### src/logic/vsi_pkg.sv
// package for the line-1 interrupt status block: offsets, field layout, types
// assumes a 32-bit axi4-lite register bus with byte addresses in the low 8 bits
// Summary of operation
// - raw status bit reads 1 while its event is pending, regardless of enable
// - software writing 1 to a raw bit sets it like a source event
// - software writing 0 to a raw bit leaves it unchanged
// - enabled-status bit reads 1 when its source is pending and enabled
// - writing 1 to an enabled-status bit clears that source's pending state
// - writing 0 to an enabled-status bit leaves pending state untouched
// - raw b bits 25..22 hold capture port chroma downsampler uv errors
// - raw b bit 21 noise filter, 20 compositor, 19..17 graphics, 16 deinterlacer
// - raw b bit 7 dma client event, bits 6..0 dma channel groups
// - raw a bit 18 film mode detect; bits 19 and 17 reserved zero
// - raw a bit 16 holds the dma descriptor event
// - raw a bits 15..0 are list pairs 7..0, odd notify, even complete
// - enabled a bit 31 sd encoder, 30..28 and 24..22 output port events
// - enabled a bits 21,20 capture parsers; bits 27..25 reserved zero
package vsi_pkg;

  // register byte offsets
  localparam logic [7:0] ADDR_RAW_A = 8'h40;
  localparam logic [7:0] ADDR_RAW_B = 8'h44;
  localparam logic [7:0] ADDR_ENA_A = 8'h48;
  localparam logic [7:0] ADDR_ENA_B = 8'h4C;
  localparam logic [7:0] ADDR_EN_A  = 8'h50;
  localparam logic [7:0] ADDR_EN_B  = 8'h54;

  // field positions, register a
  localparam int POS_SD_ENCODER     = 31;
  localparam int POS_VOUT2_EVT0     = 28;
  localparam int POS_VOUT1_EVT0     = 22;
  localparam int POS_CAP_PARSER1    = 20;
  localparam int POS_FILM_MODE      = 18;
  localparam int POS_DMA_DESCRIPTOR = 16;
  localparam int POS_DMA_LIST0      = 0;
  // field positions, register b
  localparam int POS_CAP1_UV1       = 22;
  localparam int POS_NOISE_UV       = 21;
  localparam int POS_COMPOSITOR     = 20;
  localparam int POS_GFX1           = 17;
  localparam int POS_DEINT_ERROR    = 16;
  localparam int POS_DMA_CLIENT     = 7;
  localparam int POS_DMA_GROUP0     = 0;

  // implemented bits; everything else reads zero
  localparam logic [31:0] MASK_A = 32'hF1F5_FFFF;
  localparam logic [31:0] MASK_B = 32'h03FF_00FF;

  // reset values
  localparam logic [31:0] RST_WORD = 32'h0000_0000;

  // axi response codes
  localparam logic [1:0] RESP_OKAY   = 2'h0;
  localparam logic [1:0] RESP_SLVERR = 2'h2;

  // one pulse per source, in register bit order
  typedef struct packed {
    logic [31:0] line_b;
    logic [31:0] line_a;
  } vsi_evt_t;

endpackage

### src/logic/vsi_line1_status.sv
// line-1 interrupt status block: raw and enabled status, enables, axi4-lite slave
// assumes event pulses and bus inputs synchronous to clk_i; ce_i low freezes all state
//
// Register access over AXI4-Lite was decided locally.
`timescale 1ns/1ps
module vsi_line1_status (
  // clock, reset, enable
  input  wire logic             clk_i,
  input  wire logic             rst_b_i,
  input  wire logic             ce_i,
  // source event pulses
  input  wire vsi_pkg::vsi_evt_t evt_i,
  // axi4-lite write address
  input  wire logic             awvalid_i,
  input  wire logic [7:0]       awaddr_i,
  output logic                  awready_o,
  // axi4-lite write data
  input  wire logic             wvalid_i,
  input  wire logic [31:0]      wdata_i,
  input  wire logic [3:0]       wstrb_i,
  output logic                  wready_o,
  // axi4-lite write response
  output logic                  bvalid_o,
  output logic [1:0]            bresp_o,
  input  wire logic             bready_i,
  // axi4-lite read address
  input  wire logic             arvalid_i,
  input  wire logic [7:0]       araddr_i,
  output logic                  arready_o,
  // axi4-lite read data
  output logic                  rvalid_o,
  output logic [31:0]           rdata_o,
  output logic [1:0]            rresp_o,
  input  wire logic             rready_i,
  // interrupt line
  output logic                  irq_o
);

  // status and enable storage
  logic [31:0] raw_a_r;
  logic [31:0] raw_a_nxt;
  logic [31:0] raw_b_r;
  logic [31:0] raw_b_nxt;
  logic [31:0] en_a_r;
  logic [31:0] en_b_r;

  // bus holding registers
  logic        aw_got_r;
  logic [7:0]  aw_addr_r;
  logic        w_got_r;
  logic [31:0] w_data_r;
  logic [3:0]  w_strb_r;
  logic        awready_r;
  logic        wready_r;
  logic        bvalid_r;
  logic [1:0]  bresp_r;
  logic        arready_r;
  logic        rvalid_r;
  logic [31:0] rdata_r;
  logic [1:0]  rresp_r;
  logic        irq_r;

  // handshake decode
  wire logic aw_fire = awvalid_i && awready_r;
  wire logic w_fire  = wvalid_i && wready_r;
  wire logic ar_fire = arvalid_i && arready_r;
  wire logic b_fire  = bvalid_r && bready_i;
  wire logic r_fire  = rvalid_r && rready_i;

  // a write is performed once address and data are both held and no response waits
  wire logic wr_do = aw_got_r && w_got_r && !bvalid_r;

  // byte lanes that the strobes let through
  wire logic [31:0] wr_lanes = {{8{w_strb_r[3]}}, {8{w_strb_r[2]}},
                                {8{w_strb_r[1]}}, {8{w_strb_r[0]}}};
  wire logic [31:0] wr_ones  = w_data_r & wr_lanes;

  // write address decode
  wire logic wr_raw_a = wr_do && (aw_addr_r == vsi_pkg::ADDR_RAW_A);
  wire logic wr_raw_b = wr_do && (aw_addr_r == vsi_pkg::ADDR_RAW_B);
  wire logic wr_ena_a = wr_do && (aw_addr_r == vsi_pkg::ADDR_ENA_A);
  wire logic wr_ena_b = wr_do && (aw_addr_r == vsi_pkg::ADDR_ENA_B);
  wire logic wr_en_a  = wr_do && (aw_addr_r == vsi_pkg::ADDR_EN_A);
  wire logic wr_en_b  = wr_do && (aw_addr_r == vsi_pkg::ADDR_EN_B);
  wire logic wr_hit   = wr_raw_a || wr_raw_b || wr_ena_a || wr_ena_b || wr_en_a || wr_en_b;

  // set and clear terms; a zero bit in the write data produces neither
  wire logic [31:0] set_a = wr_raw_a ? wr_ones : 32'h0000_0000;
  wire logic [31:0] set_b = wr_raw_b ? wr_ones : 32'h0000_0000;
  wire logic [31:0] clr_a = wr_ena_a ? wr_ones : 32'h0000_0000;
  wire logic [31:0] clr_b = wr_ena_b ? wr_ones : 32'h0000_0000;

  // enabled view of the pending bits
  wire logic [31:0] ena_a = raw_a_r & en_a_r;
  wire logic [31:0] ena_b = raw_b_r & en_b_r;

  // pending update: an event or software set in the clearing cycle wins over the clear
  assign raw_a_nxt = ((raw_a_r & ~clr_a) | evt_i.line_a | set_a) & vsi_pkg::MASK_A;
  assign raw_b_nxt = ((raw_b_r & ~clr_b) | evt_i.line_b | set_b) & vsi_pkg::MASK_B;

  // read decode; unmapped offsets return zero and an error response
  wire logic [31:0] rd_word =
    (araddr_i == vsi_pkg::ADDR_RAW_A) ? raw_a_r :
    (araddr_i == vsi_pkg::ADDR_RAW_B) ? raw_b_r :
    (araddr_i == vsi_pkg::ADDR_ENA_A) ? ena_a   :
    (araddr_i == vsi_pkg::ADDR_ENA_B) ? ena_b   :
    (araddr_i == vsi_pkg::ADDR_EN_A)  ? en_a_r  :
    (araddr_i == vsi_pkg::ADDR_EN_B)  ? en_b_r  : vsi_pkg::RST_WORD;
  wire logic rd_hit = (araddr_i == vsi_pkg::ADDR_RAW_A) || (araddr_i == vsi_pkg::ADDR_RAW_B) ||
                      (araddr_i == vsi_pkg::ADDR_ENA_A) || (araddr_i == vsi_pkg::ADDR_ENA_B) ||
                      (araddr_i == vsi_pkg::ADDR_EN_A)  || (araddr_i == vsi_pkg::ADDR_EN_B);

  // the interrupt flop takes pending bits after this cycle's update and the enables before it, so it changes with the raw bits
  wire logic irq_nxt = |(raw_a_nxt & en_a_r) || |(raw_b_nxt & en_b_r);

  // pending status
  always_ff @(posedge clk_i) begin
    if (!rst_b_i) begin
      raw_a_r <= vsi_pkg::RST_WORD;
      raw_b_r <= vsi_pkg::RST_WORD;
    end else if (ce_i) begin
      raw_a_r <= raw_a_nxt;
      raw_b_r <= raw_b_nxt;
    end
  end

  // per-source enables, plain read/write; reserved bits never stick
  always_ff @(posedge clk_i) begin
    if (!rst_b_i) begin
      en_a_r <= vsi_pkg::RST_WORD;
      en_b_r <= vsi_pkg::RST_WORD;
    end else if (ce_i) begin
      if (wr_en_a) en_a_r <= ((en_a_r & ~wr_lanes) | wr_ones) & vsi_pkg::MASK_A;
      if (wr_en_b) en_b_r <= ((en_b_r & ~wr_lanes) | wr_ones) & vsi_pkg::MASK_B;
    end
  end

  // interrupt output flop
  always_ff @(posedge clk_i) begin
    if (!rst_b_i) begin
      irq_r <= 1'b0;
    end else if (ce_i) begin
      irq_r <= irq_nxt;
    end
  end

  // write address channel: one held address, ready drops until the response is taken
  always_ff @(posedge clk_i) begin
    if (!rst_b_i) begin
      aw_got_r  <= 1'b0;
      aw_addr_r <= 8'h00;
      awready_r <= 1'b1;
    end else if (ce_i) begin
      if (aw_fire) begin
        aw_got_r  <= 1'b1;
        aw_addr_r <= awaddr_i;
        awready_r <= 1'b0;
      end else if (b_fire) begin
        aw_got_r  <= 1'b0;
        awready_r <= 1'b1;
      end
    end
  end

  // write data channel, independent of the address so either may come first
  always_ff @(posedge clk_i) begin
    if (!rst_b_i) begin
      w_got_r  <= 1'b0;
      w_data_r <= vsi_pkg::RST_WORD;
      w_strb_r <= 4'h0;
      wready_r <= 1'b1;
    end else if (ce_i) begin
      if (w_fire) begin
        w_got_r  <= 1'b1;
        w_data_r <= wdata_i;
        w_strb_r <= wstrb_i;
        wready_r <= 1'b0;
      end else if (b_fire) begin
        w_got_r  <= 1'b0;
        wready_r <= 1'b1;
      end
    end
  end

  // write response, one cycle after the write is performed
  always_ff @(posedge clk_i) begin
    if (!rst_b_i) begin
      bvalid_r <= 1'b0;
      bresp_r  <= vsi_pkg::RESP_OKAY;
    end else if (ce_i) begin
      if (wr_do) begin
        bvalid_r <= 1'b1;
        bresp_r  <= wr_hit ? vsi_pkg::RESP_OKAY : vsi_pkg::RESP_SLVERR;
      end else if (b_fire) begin
        bvalid_r <= 1'b0;
      end
    end
  end

  // read channel: data captured at the address handshake, held until taken
  always_ff @(posedge clk_i) begin
    if (!rst_b_i) begin
      arready_r <= 1'b1;
      rvalid_r  <= 1'b0;
      rdata_r   <= vsi_pkg::RST_WORD;
      rresp_r   <= vsi_pkg::RESP_OKAY;
    end else if (ce_i) begin
      if (ar_fire) begin
        arready_r <= 1'b0;
        rvalid_r  <= 1'b1;
        rdata_r   <= rd_word;
        rresp_r   <= rd_hit ? vsi_pkg::RESP_OKAY : vsi_pkg::RESP_SLVERR;
      end else if (r_fire) begin
        arready_r <= 1'b1;
        rvalid_r  <= 1'b0;
      end
    end
  end

  // outputs straight from flops
  assign awready_o = awready_r;
  assign wready_o  = wready_r;
  assign bvalid_o  = bvalid_r;
  assign bresp_o   = bresp_r;
  assign arready_o = arready_r;
  assign rvalid_o  = rvalid_r;
  assign rdata_o   = rdata_r;
  assign rresp_o   = rresp_r;
  assign irq_o     = irq_r;
endmodule

### config.mk
export PLATFORM = sky130hd
export DESIGN_NAME = vsi_line1_status
export DESIGN_NICKNAME = d
export VERILOG_FILES = /design/src/logic/vsi_pkg.sv /design/src/logic/vsi_line1_status.sv
export SDC_FILE = /design/constraint.sdc
export NUM_CORES = 1
export LEC_CHECK = 0
export BUFFER_PORTS_ARGS = -buffer_cell sky130_fd_sc_hd__buf_2
export CORE_MARGIN = 2
export CORE_UTILIZATION = 35
export CTS_BUF_LIST = sky130_fd_sc_hd__clkbuf_2
export CTS_CLUSTER_DIAMETER = 60
export DETAILED_ROUTE_END_ITERATION = 10
export PLACE_DENSITY_LB_ADDON = 0.15
export SLEW_MARGIN = 0
export SYNTH_ARGS = -nofsm -noshare
export SYNTH_HDL_FRONTEND = slang
export SYNTH_SLANG_ARGS = --single-unit
export TNS_END_PERCENT = 50
### constraint.sdc
create_clock -name clk_i -period 2.7 [get_ports clk_i]
set_input_delay 0.135 -clock clk_i [delete_from_list [all_inputs] [get_ports clk_i]]
set_output_delay 0.135 -clock clk_i [all_outputs]
set_load 0.01 [all_outputs]
=== Word level (Yosys, flattened, before mapping) ===
Cells that the tools add are included.

* Equal/unequal tests: 12
* Reductions and logical operators: 41
* Bitwise logic cells: 18
* Muxes and demuxes: 23

{| class="wikitable"
|+ Operators with widths
! operator !! count
|-
| 32-bit 2-to-1 mux || 7
|-
| 32-bit AND || 5
|-
| 26-bit AND || 4
|-
| 8-bit by 7-bit == test with 1-bit output (second input constant) || 12
|-
| 32-bit bitwise OR || 3
|-
| 26-bit 2-to-1 mux || 3
|-
| 26-bit bitwise OR || 3
|-
| 32-bit inverter || 2
|-
| 32-bit OR reduction || 2
|-
| 26-bit inverter || 1
|-
| 2-bit AND reduction || 10
|-
| 1-bit logical AND || 13
|-
| 1-bit logical OR || 11
|-
| 1-bit 2-to-1 mux || 11
|-
| 2-bit nonzero test || 4
|-
| 2-bit 2-to-1 mux || 2
|-
| 1-bit zero test || 1
|}

* Output and inout port bits: 42
* Word-level logic and storage cells: 112
* Input port bits: 124
* Flip-flop bits (word level): 178

=== Longest topological paths before layout ===
Gate-level depths: netlist (run 1).

* Word-level depth: 11
* Depth in mapped cells: 10
* Depth with buffers taken out: 7

=== Worst setup path before layout (run 1) ===
Ideal clock, no wire load.

* Kind: reg-to-reg
* From: register aw_addr_r[5]
* To: register irq_r, in the netlist irq_o
* Arrival: 2354 ps
* Library setup time: 120 ps
* Stages on the path, launching flop included: 10
* Path buffers: 2
* Path slack: 227 ps
* Clock period less this slack: 2473 ps
* Required time: 2580 ps
* Cell sequence: dfxtp_1 -> or4b_1 -> buf_4 -> buf_6 -> nor4_1 -> mux2_2 -> o21ai_0 -> nor4bb_1 -> and4_1 -> a21oi_1

* Word-level cells in the longest chain between the ends: 10
* Elaborated cells between the ends (all ways): 25
* Classes of those cells: eq/ne: 4; mux: 4; bitwise: 10; reduce/logical: 7

{| class="wikitable"
|+ Ends and longest elaborated chain
! item !! line !! source
|-
| from (decl) || vsi_line1_status.sv:49 || <nowiki>logic [7:0] aw_addr_r;</nowiki>
|-
| from (signal assigned) || vsi_line1_status.sv:156 || <nowiki>aw_addr_r <= awaddr_i;</nowiki>
|-
| 8-bit by 7-bit == test with 1-bit output (on tied branches) || vsi_line1_status.sv:81, vsi_line1_status.sv:82 ||
|-
| 1-bit logical AND (on tied branches) || vsi_line1_status.sv:81, vsi_line1_status.sv:82 ||
|-
| 32-bit 2-to-1 mux or 26-bit 2-to-1 mux (tied branches) || vsi_line1_status.sv:90, vsi_line1_status.sv:91 ||
|-
| 32-bit inverter or 26-bit inverter (tied branches) || vsi_line1_status.sv:98, vsi_line1_status.sv:99 ||
|-
| 32-bit AND or 26-bit AND (tied branches) || vsi_line1_status.sv:98, vsi_line1_status.sv:99 ||
|-
| 32-bit bitwise OR or 26-bit bitwise OR (tied branches) (2 in a row) || vsi_line1_status.sv:98, vsi_line1_status.sv:99 ||
|-
| 32-bit AND or 26-bit AND (tied branches) || vsi_line1_status.sv:114 || <nowiki>wire logic irq_nxt = |(raw_a_nxt & en_a_r) || |(raw_b_nxt & en_b_r);</nowiki>
|-
| 32-bit OR reduction || vsi_line1_status.sv:114 ||
|-
| 1-bit logical OR * || vsi_line1_status.sv:114 ||
|-
| to (signal assigned) || vsi_line1_status.sv:143 || <nowiki>irq_r <= irq_nxt;</nowiki>
|-
| to (decl) || vsi_line1_status.sv:61 || <nowiki>logic irq_r;</nowiki>
|}

Mark *: on every way between the ends. The rest lies on a longest branch, timed or not.
A chain may end at the register's enable or synchronous reset.

=== Worst setup path in the final report (run 1) ===
* From: register aw_addr_r[0]
* To: register irq_r, in the netlist irq_o

The elaborated chain is that of the path after synthesis.

==> metrics, run 1 <==
global-route wire length before repair=approximately 56 mm; initial antenna violation count=1; Arrival @ worst endpoint=between 3 and 4 ns; ys async rst share=0%; failing checks=negative setup slack; Max Clock Freq=370 MHz; Fin. Hold Viols=0; Startpoint Class=flop; Initial Util=a little over a third; routing usage on met2=43.5%; cell count after synthesis=between 1000 and 1500; global routing's busiest layer=met2; Synth Register Bits=172; core area=25100 um^2; GPL Wtd Cong=0.934; clk_skew=~0.043 ns; Post-synth EDFFs=0; # port buffers=140; total power=5.28 mW; vias in the first global route=9634; syn_area_per_cell=7.74 um^2; CTS tree=done; commonest non-fill, non-tap cells in the layout=nand2_1, dfxtp_1, dlygate4sd3_1; Largest stage delay, worst path=0.64 ns; Worst VDD drop=approximately 0.26 mV; Hold WS=0.121 ns; RSZ-0062 raised after global routing=true; dpl cells=1621; drc violations=0; post-detail-place hpwl=26.2 mm; Std-Cell Rows=58; Detail Route Antenna Nets=0; result of the run=complete, but fails checks; min Tclk post-route=2.71 ns; GRT Total Usage=27.3%; Lkg Pwr=between 4 and 5 nW; final worst setup slack=-0.00527 ns; Ys Warns=0; Post-Syn Area=about 8900 um^2; commonest non-fill, non-tap cell in the layout=nand2_1; sequential area share after synthesis=38.6%; clock buffer count from CTS=17; critical path class=reg -> reg; M1 GR Usage=38.4%; CP max FO=5; share of cells above drive strength 1=21.1%; met3 usage=3.81%; Post-Route WL=37.0 mm; Final Max Tran Viols=0; CTS root buffer=clkbuf_2; Area growth, synth to finish=40.4%; clk slew on worst S/H paths=0.27 ns; WL/cell=around 20 um; nets=1599; final core utilization=49.9%; CTS H-tree depth=4; Cell Chain, Critical Path=or4b_4 > buf_12 > buf_4 > nor4_2 > mux2i_1 > o21ai_0 > o2111a_1 > and4_1 > a21oi_1; first drt pass iteration count=5; largest net degree at the start of global routing=62; worst-skew pair later-pin latency=0.78 ns; number of vias per cell=5.57; Vias=10129; top-level port count=166; Power per Cell Area=422 nW/um^2; DIE AREA=26800 um^2; worst rel slew slack=47.8%; Synth cell types=77; # setup viols final=1; TNS Setup=-0.00527 ns; period utilization=100%; crit end category=flop; clk sinks=between 150 and 200; Tightest Hold Check Type=in -> reg; Die Width=approximately 160 um; Die Ht=164 um; Required @ worst endpoint=3.42 ns; CTS Buffer Depth=2; Worst Tran Pin Value=0.773 ns; critical path's slowest cell=or4b_4; Top FF cell, synth=dfxtp_1; GR Overflow Total=0; Max-cap violations=0; Non-Filler Instances=1819; 1st-iter DRT viols=1060
==> layer usage <==
metal | part of all wire (%) | vias to the layer above
met2 | 45 | 442
met5 | 0 | -
met3 | 7.9 | 47
met4 | 2.0 | 0
met1 | 45 | 4831
li1 | - | 4809
==> power by group <==
part / internal (mW) / switching [mW] / leakage [nW]
clock: 0.629 / 1.04 / 0.163
sequential: 2.64 / 0.111 / 1.40
combinational: 0.423 / 0.438 / 3.32
==> cells by family (layout without fill, tap and decap cells) <==
group | Yosys count | count (layout) | synth area share [%]
other cells | 1 | 5 | 0.0420
flops | 172 | 172 | 38.6
xor+xnor | 1 | 1 | 0.0982
buf+inv | 131 | 463 | 6.26
simple gates | 457 | 457 | 24.8
mux | 24 | 24 | 2.81
compound gates | 367 | 367 | 27.4
==> area by class of cell <==
type | instances | area (um^2)
diodes | 1 | 2.50
clock buffers | 17 | 85.1
flip-flops and latches | 172 | 3450
inverters | 35 | 134
repair buffers | 396 | 3180
clock inverters | 15 | 209
well taps | 330 | 413
multi-input cells | 853 | 5050
fillers | 2479 | 12600
==> critical path: cells and delay by family (launching register included) <==
| family | cells | cell delay [ns] |
|---|---|---|
| simple gates | 3 | 1.24 |
| compound gates | 3 | 0.39 |
| flops | 1 | 0.38 |
| buf+inv | 2 | 0.36 |
| mux | 1 | 0.28 |
==> per-stage QoR <==
stage	area, um^2	worst slack (ns)
6_report	12500	-0.00527
5_1_grt	12500	-0.0912
4_1_cts	12400	0.0146
3_5_place_dp	10400	-0.102
3_3_place_gp	10400	-0.0928
2_1_floorplan	8930	0.227
==> cells in the mapped netlist (7+ instances only) <==
cell,number,area [um^2]
a21oi_1,145,726
mux2_2,8,90.1
nor2_1,89,334
nor3_1,24,120
nand3_1,16,80.1
dfxtp_1,172,3440
nand4_1,16,100
o211ai_1,18,135
a32oi_1,11,96.3
a22oi_1,12,90.1
o31ai_1,8,60.1
a211o_1,7,61.3
nor4_1,13,81.3
nand2b_1,8,50.1
clkbuf_1,69,259
mux2i_1,16,160
o21ai_0,42,210
o311a_1,9,90.1
a2bb2oi_1,17,149
a311o_1,14,140
buf_2,17,85.1
inv_1,33,124
nand2_1,226,848
a21o_1,10,75.1
a211oi_1,18,135
==> final timing paths <==
| kind | startpoint | endpoint | slack, ns | cells after the start |
|---|---|---|---|---|
| setup reg to reg | aw_addr_r[0] | irq_o | -0.005 | 9 |
| setup / recovery | aw_addr_r[0] | irq_o | -0.005 | 9 |
| hold reg to reg | rdata_o[16] | rdata_o[16] | 0.47 | 2 |
| hold / removal | araddr_i[3] | rdata_o[6] | 0.12 | 6 |
==> what timing repair did <==
| action | CTS | global route |
|---|---|---|
| resized for setup | 14 | 12 |
| buffers inserted | 0 | 0 |
| endpoints found under the setup margin | 1 | 8 |
| hold endpoints to repair | 128 | 0 |
| pin swaps | 2 | 10 |
| hold buffers | 164 | 0 |
| cloned | 0 | 2 |
Note: power is estimated with default switching activity, not from simulation.
==> inputs of run 2 (changes only) <==
--- a/config.mk
+++ b/config.mk
@@ -12,6 +12,7 @@
 export CTS_CLUSTER_DIAMETER = 60
 export DETAILED_ROUTE_END_ITERATION = 10
 export PLACE_DENSITY_LB_ADDON = 0.15
+export SKIP_CTS_REPAIR_TIMING = 1
 export SLEW_MARGIN = 0
 export SYNTH_ARGS = -nofsm -noshare
 export SYNTH_HDL_FRONTEND = slang
==> run 2 against run 1 <==
Against the previous run: the run now ends clean; hold slack lost 0.12 ns; non-clock buffer count shrank 8; clock skew shrank 0.00073 ns; utilization shrank 0.22 points; global-route usage shrank 1.1 points; sequential share of layout area grew 0.12 points; worst setup slack gained 0.039 ns; maximum frequency grew 1.5%; clock power is essentially flat; first-iteration DRC count shrank 15%; combinational power is essentially flat; critical path type unchanged; highest routed layer unchanged.
==> metrics, run 2 (synthesis results as in run 1) <==
result of the run=finished, final reports clean; Cell Chain, Critical Path=or4b_4 > buf_8 > buf_12 > o31a_1 > o31ai_2 > o2111ai_2 > nor4bb_4 > and4_1 > a21oi_1; worst-skew pair later-pin latency=0.79 ns (about the same); drc violations=0 (unchanged); top-level port count=166 (unchanged); Std-Cell Rows=58 (unchanged); vias in the first global route=8848 (-8.2%); CTS root buffer=clkbuf_2; period utilization=98.8% (-1.4 points); GPL Wtd Cong=0.934 (unchanged); Lkg Pwr=4.88 nW (-0.33%); share of cells above drive strength 1=21.6% (+0.45 points); clock buffer count from CTS=17 (unchanged); number of vias per cell=5.59 (+0.45%); WL/cell=20.4 um (+0.41%); Vias=10130 (+0.0099%); clk_skew=0.0426 ns (-0.000732 ns); commonest non-fill, non-tap cells in the layout=nand2_1, dfxtp_1, dlygate4sd3_1; Required @ worst endpoint=3.40 ns (-0.02 ns); CTS tree=done; # port buffers=140 (unchanged); Initial Util=35.5% (unchanged); Arrival @ worst endpoint=3.37 ns (-0.06 ns); worst rel slew slack=47.2% (-0.60 points); Worst VDD drop=0.256 mV (-0.37%); Die Ht=164 um (unchanged); # setup viols final=0 (-1); core area=25100 um^2 (unchanged); DIE AREA=26800 um^2 (unchanged); nets=1591 (-0.50%); final worst setup slack=0.0335 ns (+0.0387 ns); global-route wire length before repair=53.1 mm (-4.4%); hold path depth=3 (-3); first drt pass iteration count=6 (+1); clk slew on worst S/H paths=0.27 ns (about the same); CTS H-tree depth=4 (unchanged); Reg area=3450 um^2 (unchanged); footprint of the multi-input gates=5060 um^2 (+0.32%); RSZ-0062 raised after global routing=true; GRT Total Usage=26.3% (-1.1 points); Max-cap violations=0 (unchanged); Largest stage delay, worst path=0.54 ns (-0.10 ns); initial antenna violation count=1 (unchanged); post-detail-place hpwl=26.2 mm (unchanged); Max Clock Freq=375 MHz (+1.5%); CTS Buffer Depth=2 (unchanged); critical path class=reg -> reg; TNS Setup=0 ns (+0.00527 ns); CP max FO=5 (unchanged); Die Width=164 um (unchanged); largest net degree at the start of global routing=62 (unchanged); Final Max Tran Viols=0 (unchanged); worst slack, placed=-0.102 ns (unchanged); Fin. Hold Viols=0 (unchanged); Area growth, synth to finish=39.7%; final core utilization=49.6% (-0.22 points); Power per Cell Area=423 nW/um^2 (+0.37%); Worst Tran Pin Value=0.782 ns (+0.00891 ns); Post-Route WL=37.0 mm (about the same); 1st-iter DRT viols=898 (-15%); Worst Reg-to-Reg Cells=9 (unchanged); critical path's slowest cell=or4b_4; commonest non-fill, non-tap cell in the layout=nand2_1; Tightest Hold Check Type=in -> reg; fill count=2492 (+0.52%); clk sinks=172 (unchanged); min Tclk post-route=2.67 ns (-0.0387 ns); Detail Route Antenna Nets=0 (unchanged); crit end category=flop; Startpoint Class=flop; GR Overflow Total=0 (unchanged)
==> run 2: worst paths after layout <==
check	startpoint	to	slack (ns)
max reg2reg	aw_addr_r[0]	irq_o	0.03
max	aw_addr_r[0]	irq_o	0.03
min reg2reg	rdata_o[16]	rdata_o[16]	0.47
min	wvalid_i	wready_o	0.005
==> run 2: area by class of cell <==
| type | instances | share of cell area (%) |
|---|---|---|
| multi-input combinational | 853 | 40.6 |
| clock inverter | 15 | 1.68 |
| inverter | 35 | 1.07 |
| clock buffer | 17 | 0.683 |
| timing repair buffer | 388 | 24.9 |
| tap | 330 | 3.31 |
| sequential | 172 | 27.7 |
| antenna | 1 | 0.0201 |
==> run 2: worst max-delay path: cells and delay by family, from the launching register on <==
kind	cells	cell delay, ns
buffers and inverters	2	0.30
and+or+nand+nor	3	1.09
DFF	1	0.38
AOI/OAI and AO/OA	4	0.82
==> run 2: where the power goes <==
| part | switching [mW] | internal [mW] |
|---|---|---|
| sequential | 0.112 | 2.64 |
| combinational | 0.439 | 0.419 |
| clock | 1.04 | 0.629 |
==> run 2: stage by stage <==
stage | std cells | area, um^2 | power (mW) | hold WS, ns
after floorplan | 1156 | 8930 | 3.11 | 0.271
after global placement | 1621 | 10400 | 3.44 | 0.381
after detailed placement | 1621 | 10400 | 3.44 | 0.381
after CTS | 1653 | 10700 | 5.09 | -0.507
after global routing | 1811 | 12500 | 5.47 | 0.00875
final | 1811 | 12500 | 5.27 | 0.00535
==> run 2: per-layer routing <==
| metal | track usage, % | wire length [um] | share of wire, % |
|---|---|---|---|
| met3 | 4.27 | 2800 | 7.6 |
| met2 | 40.0 | 16400 | 44 |
| met4 | 8.45 | 929 | 2.5 |
| met1 | 37.7 | 16900 | 46 |
| met5 | 0 | 0 | 0 |
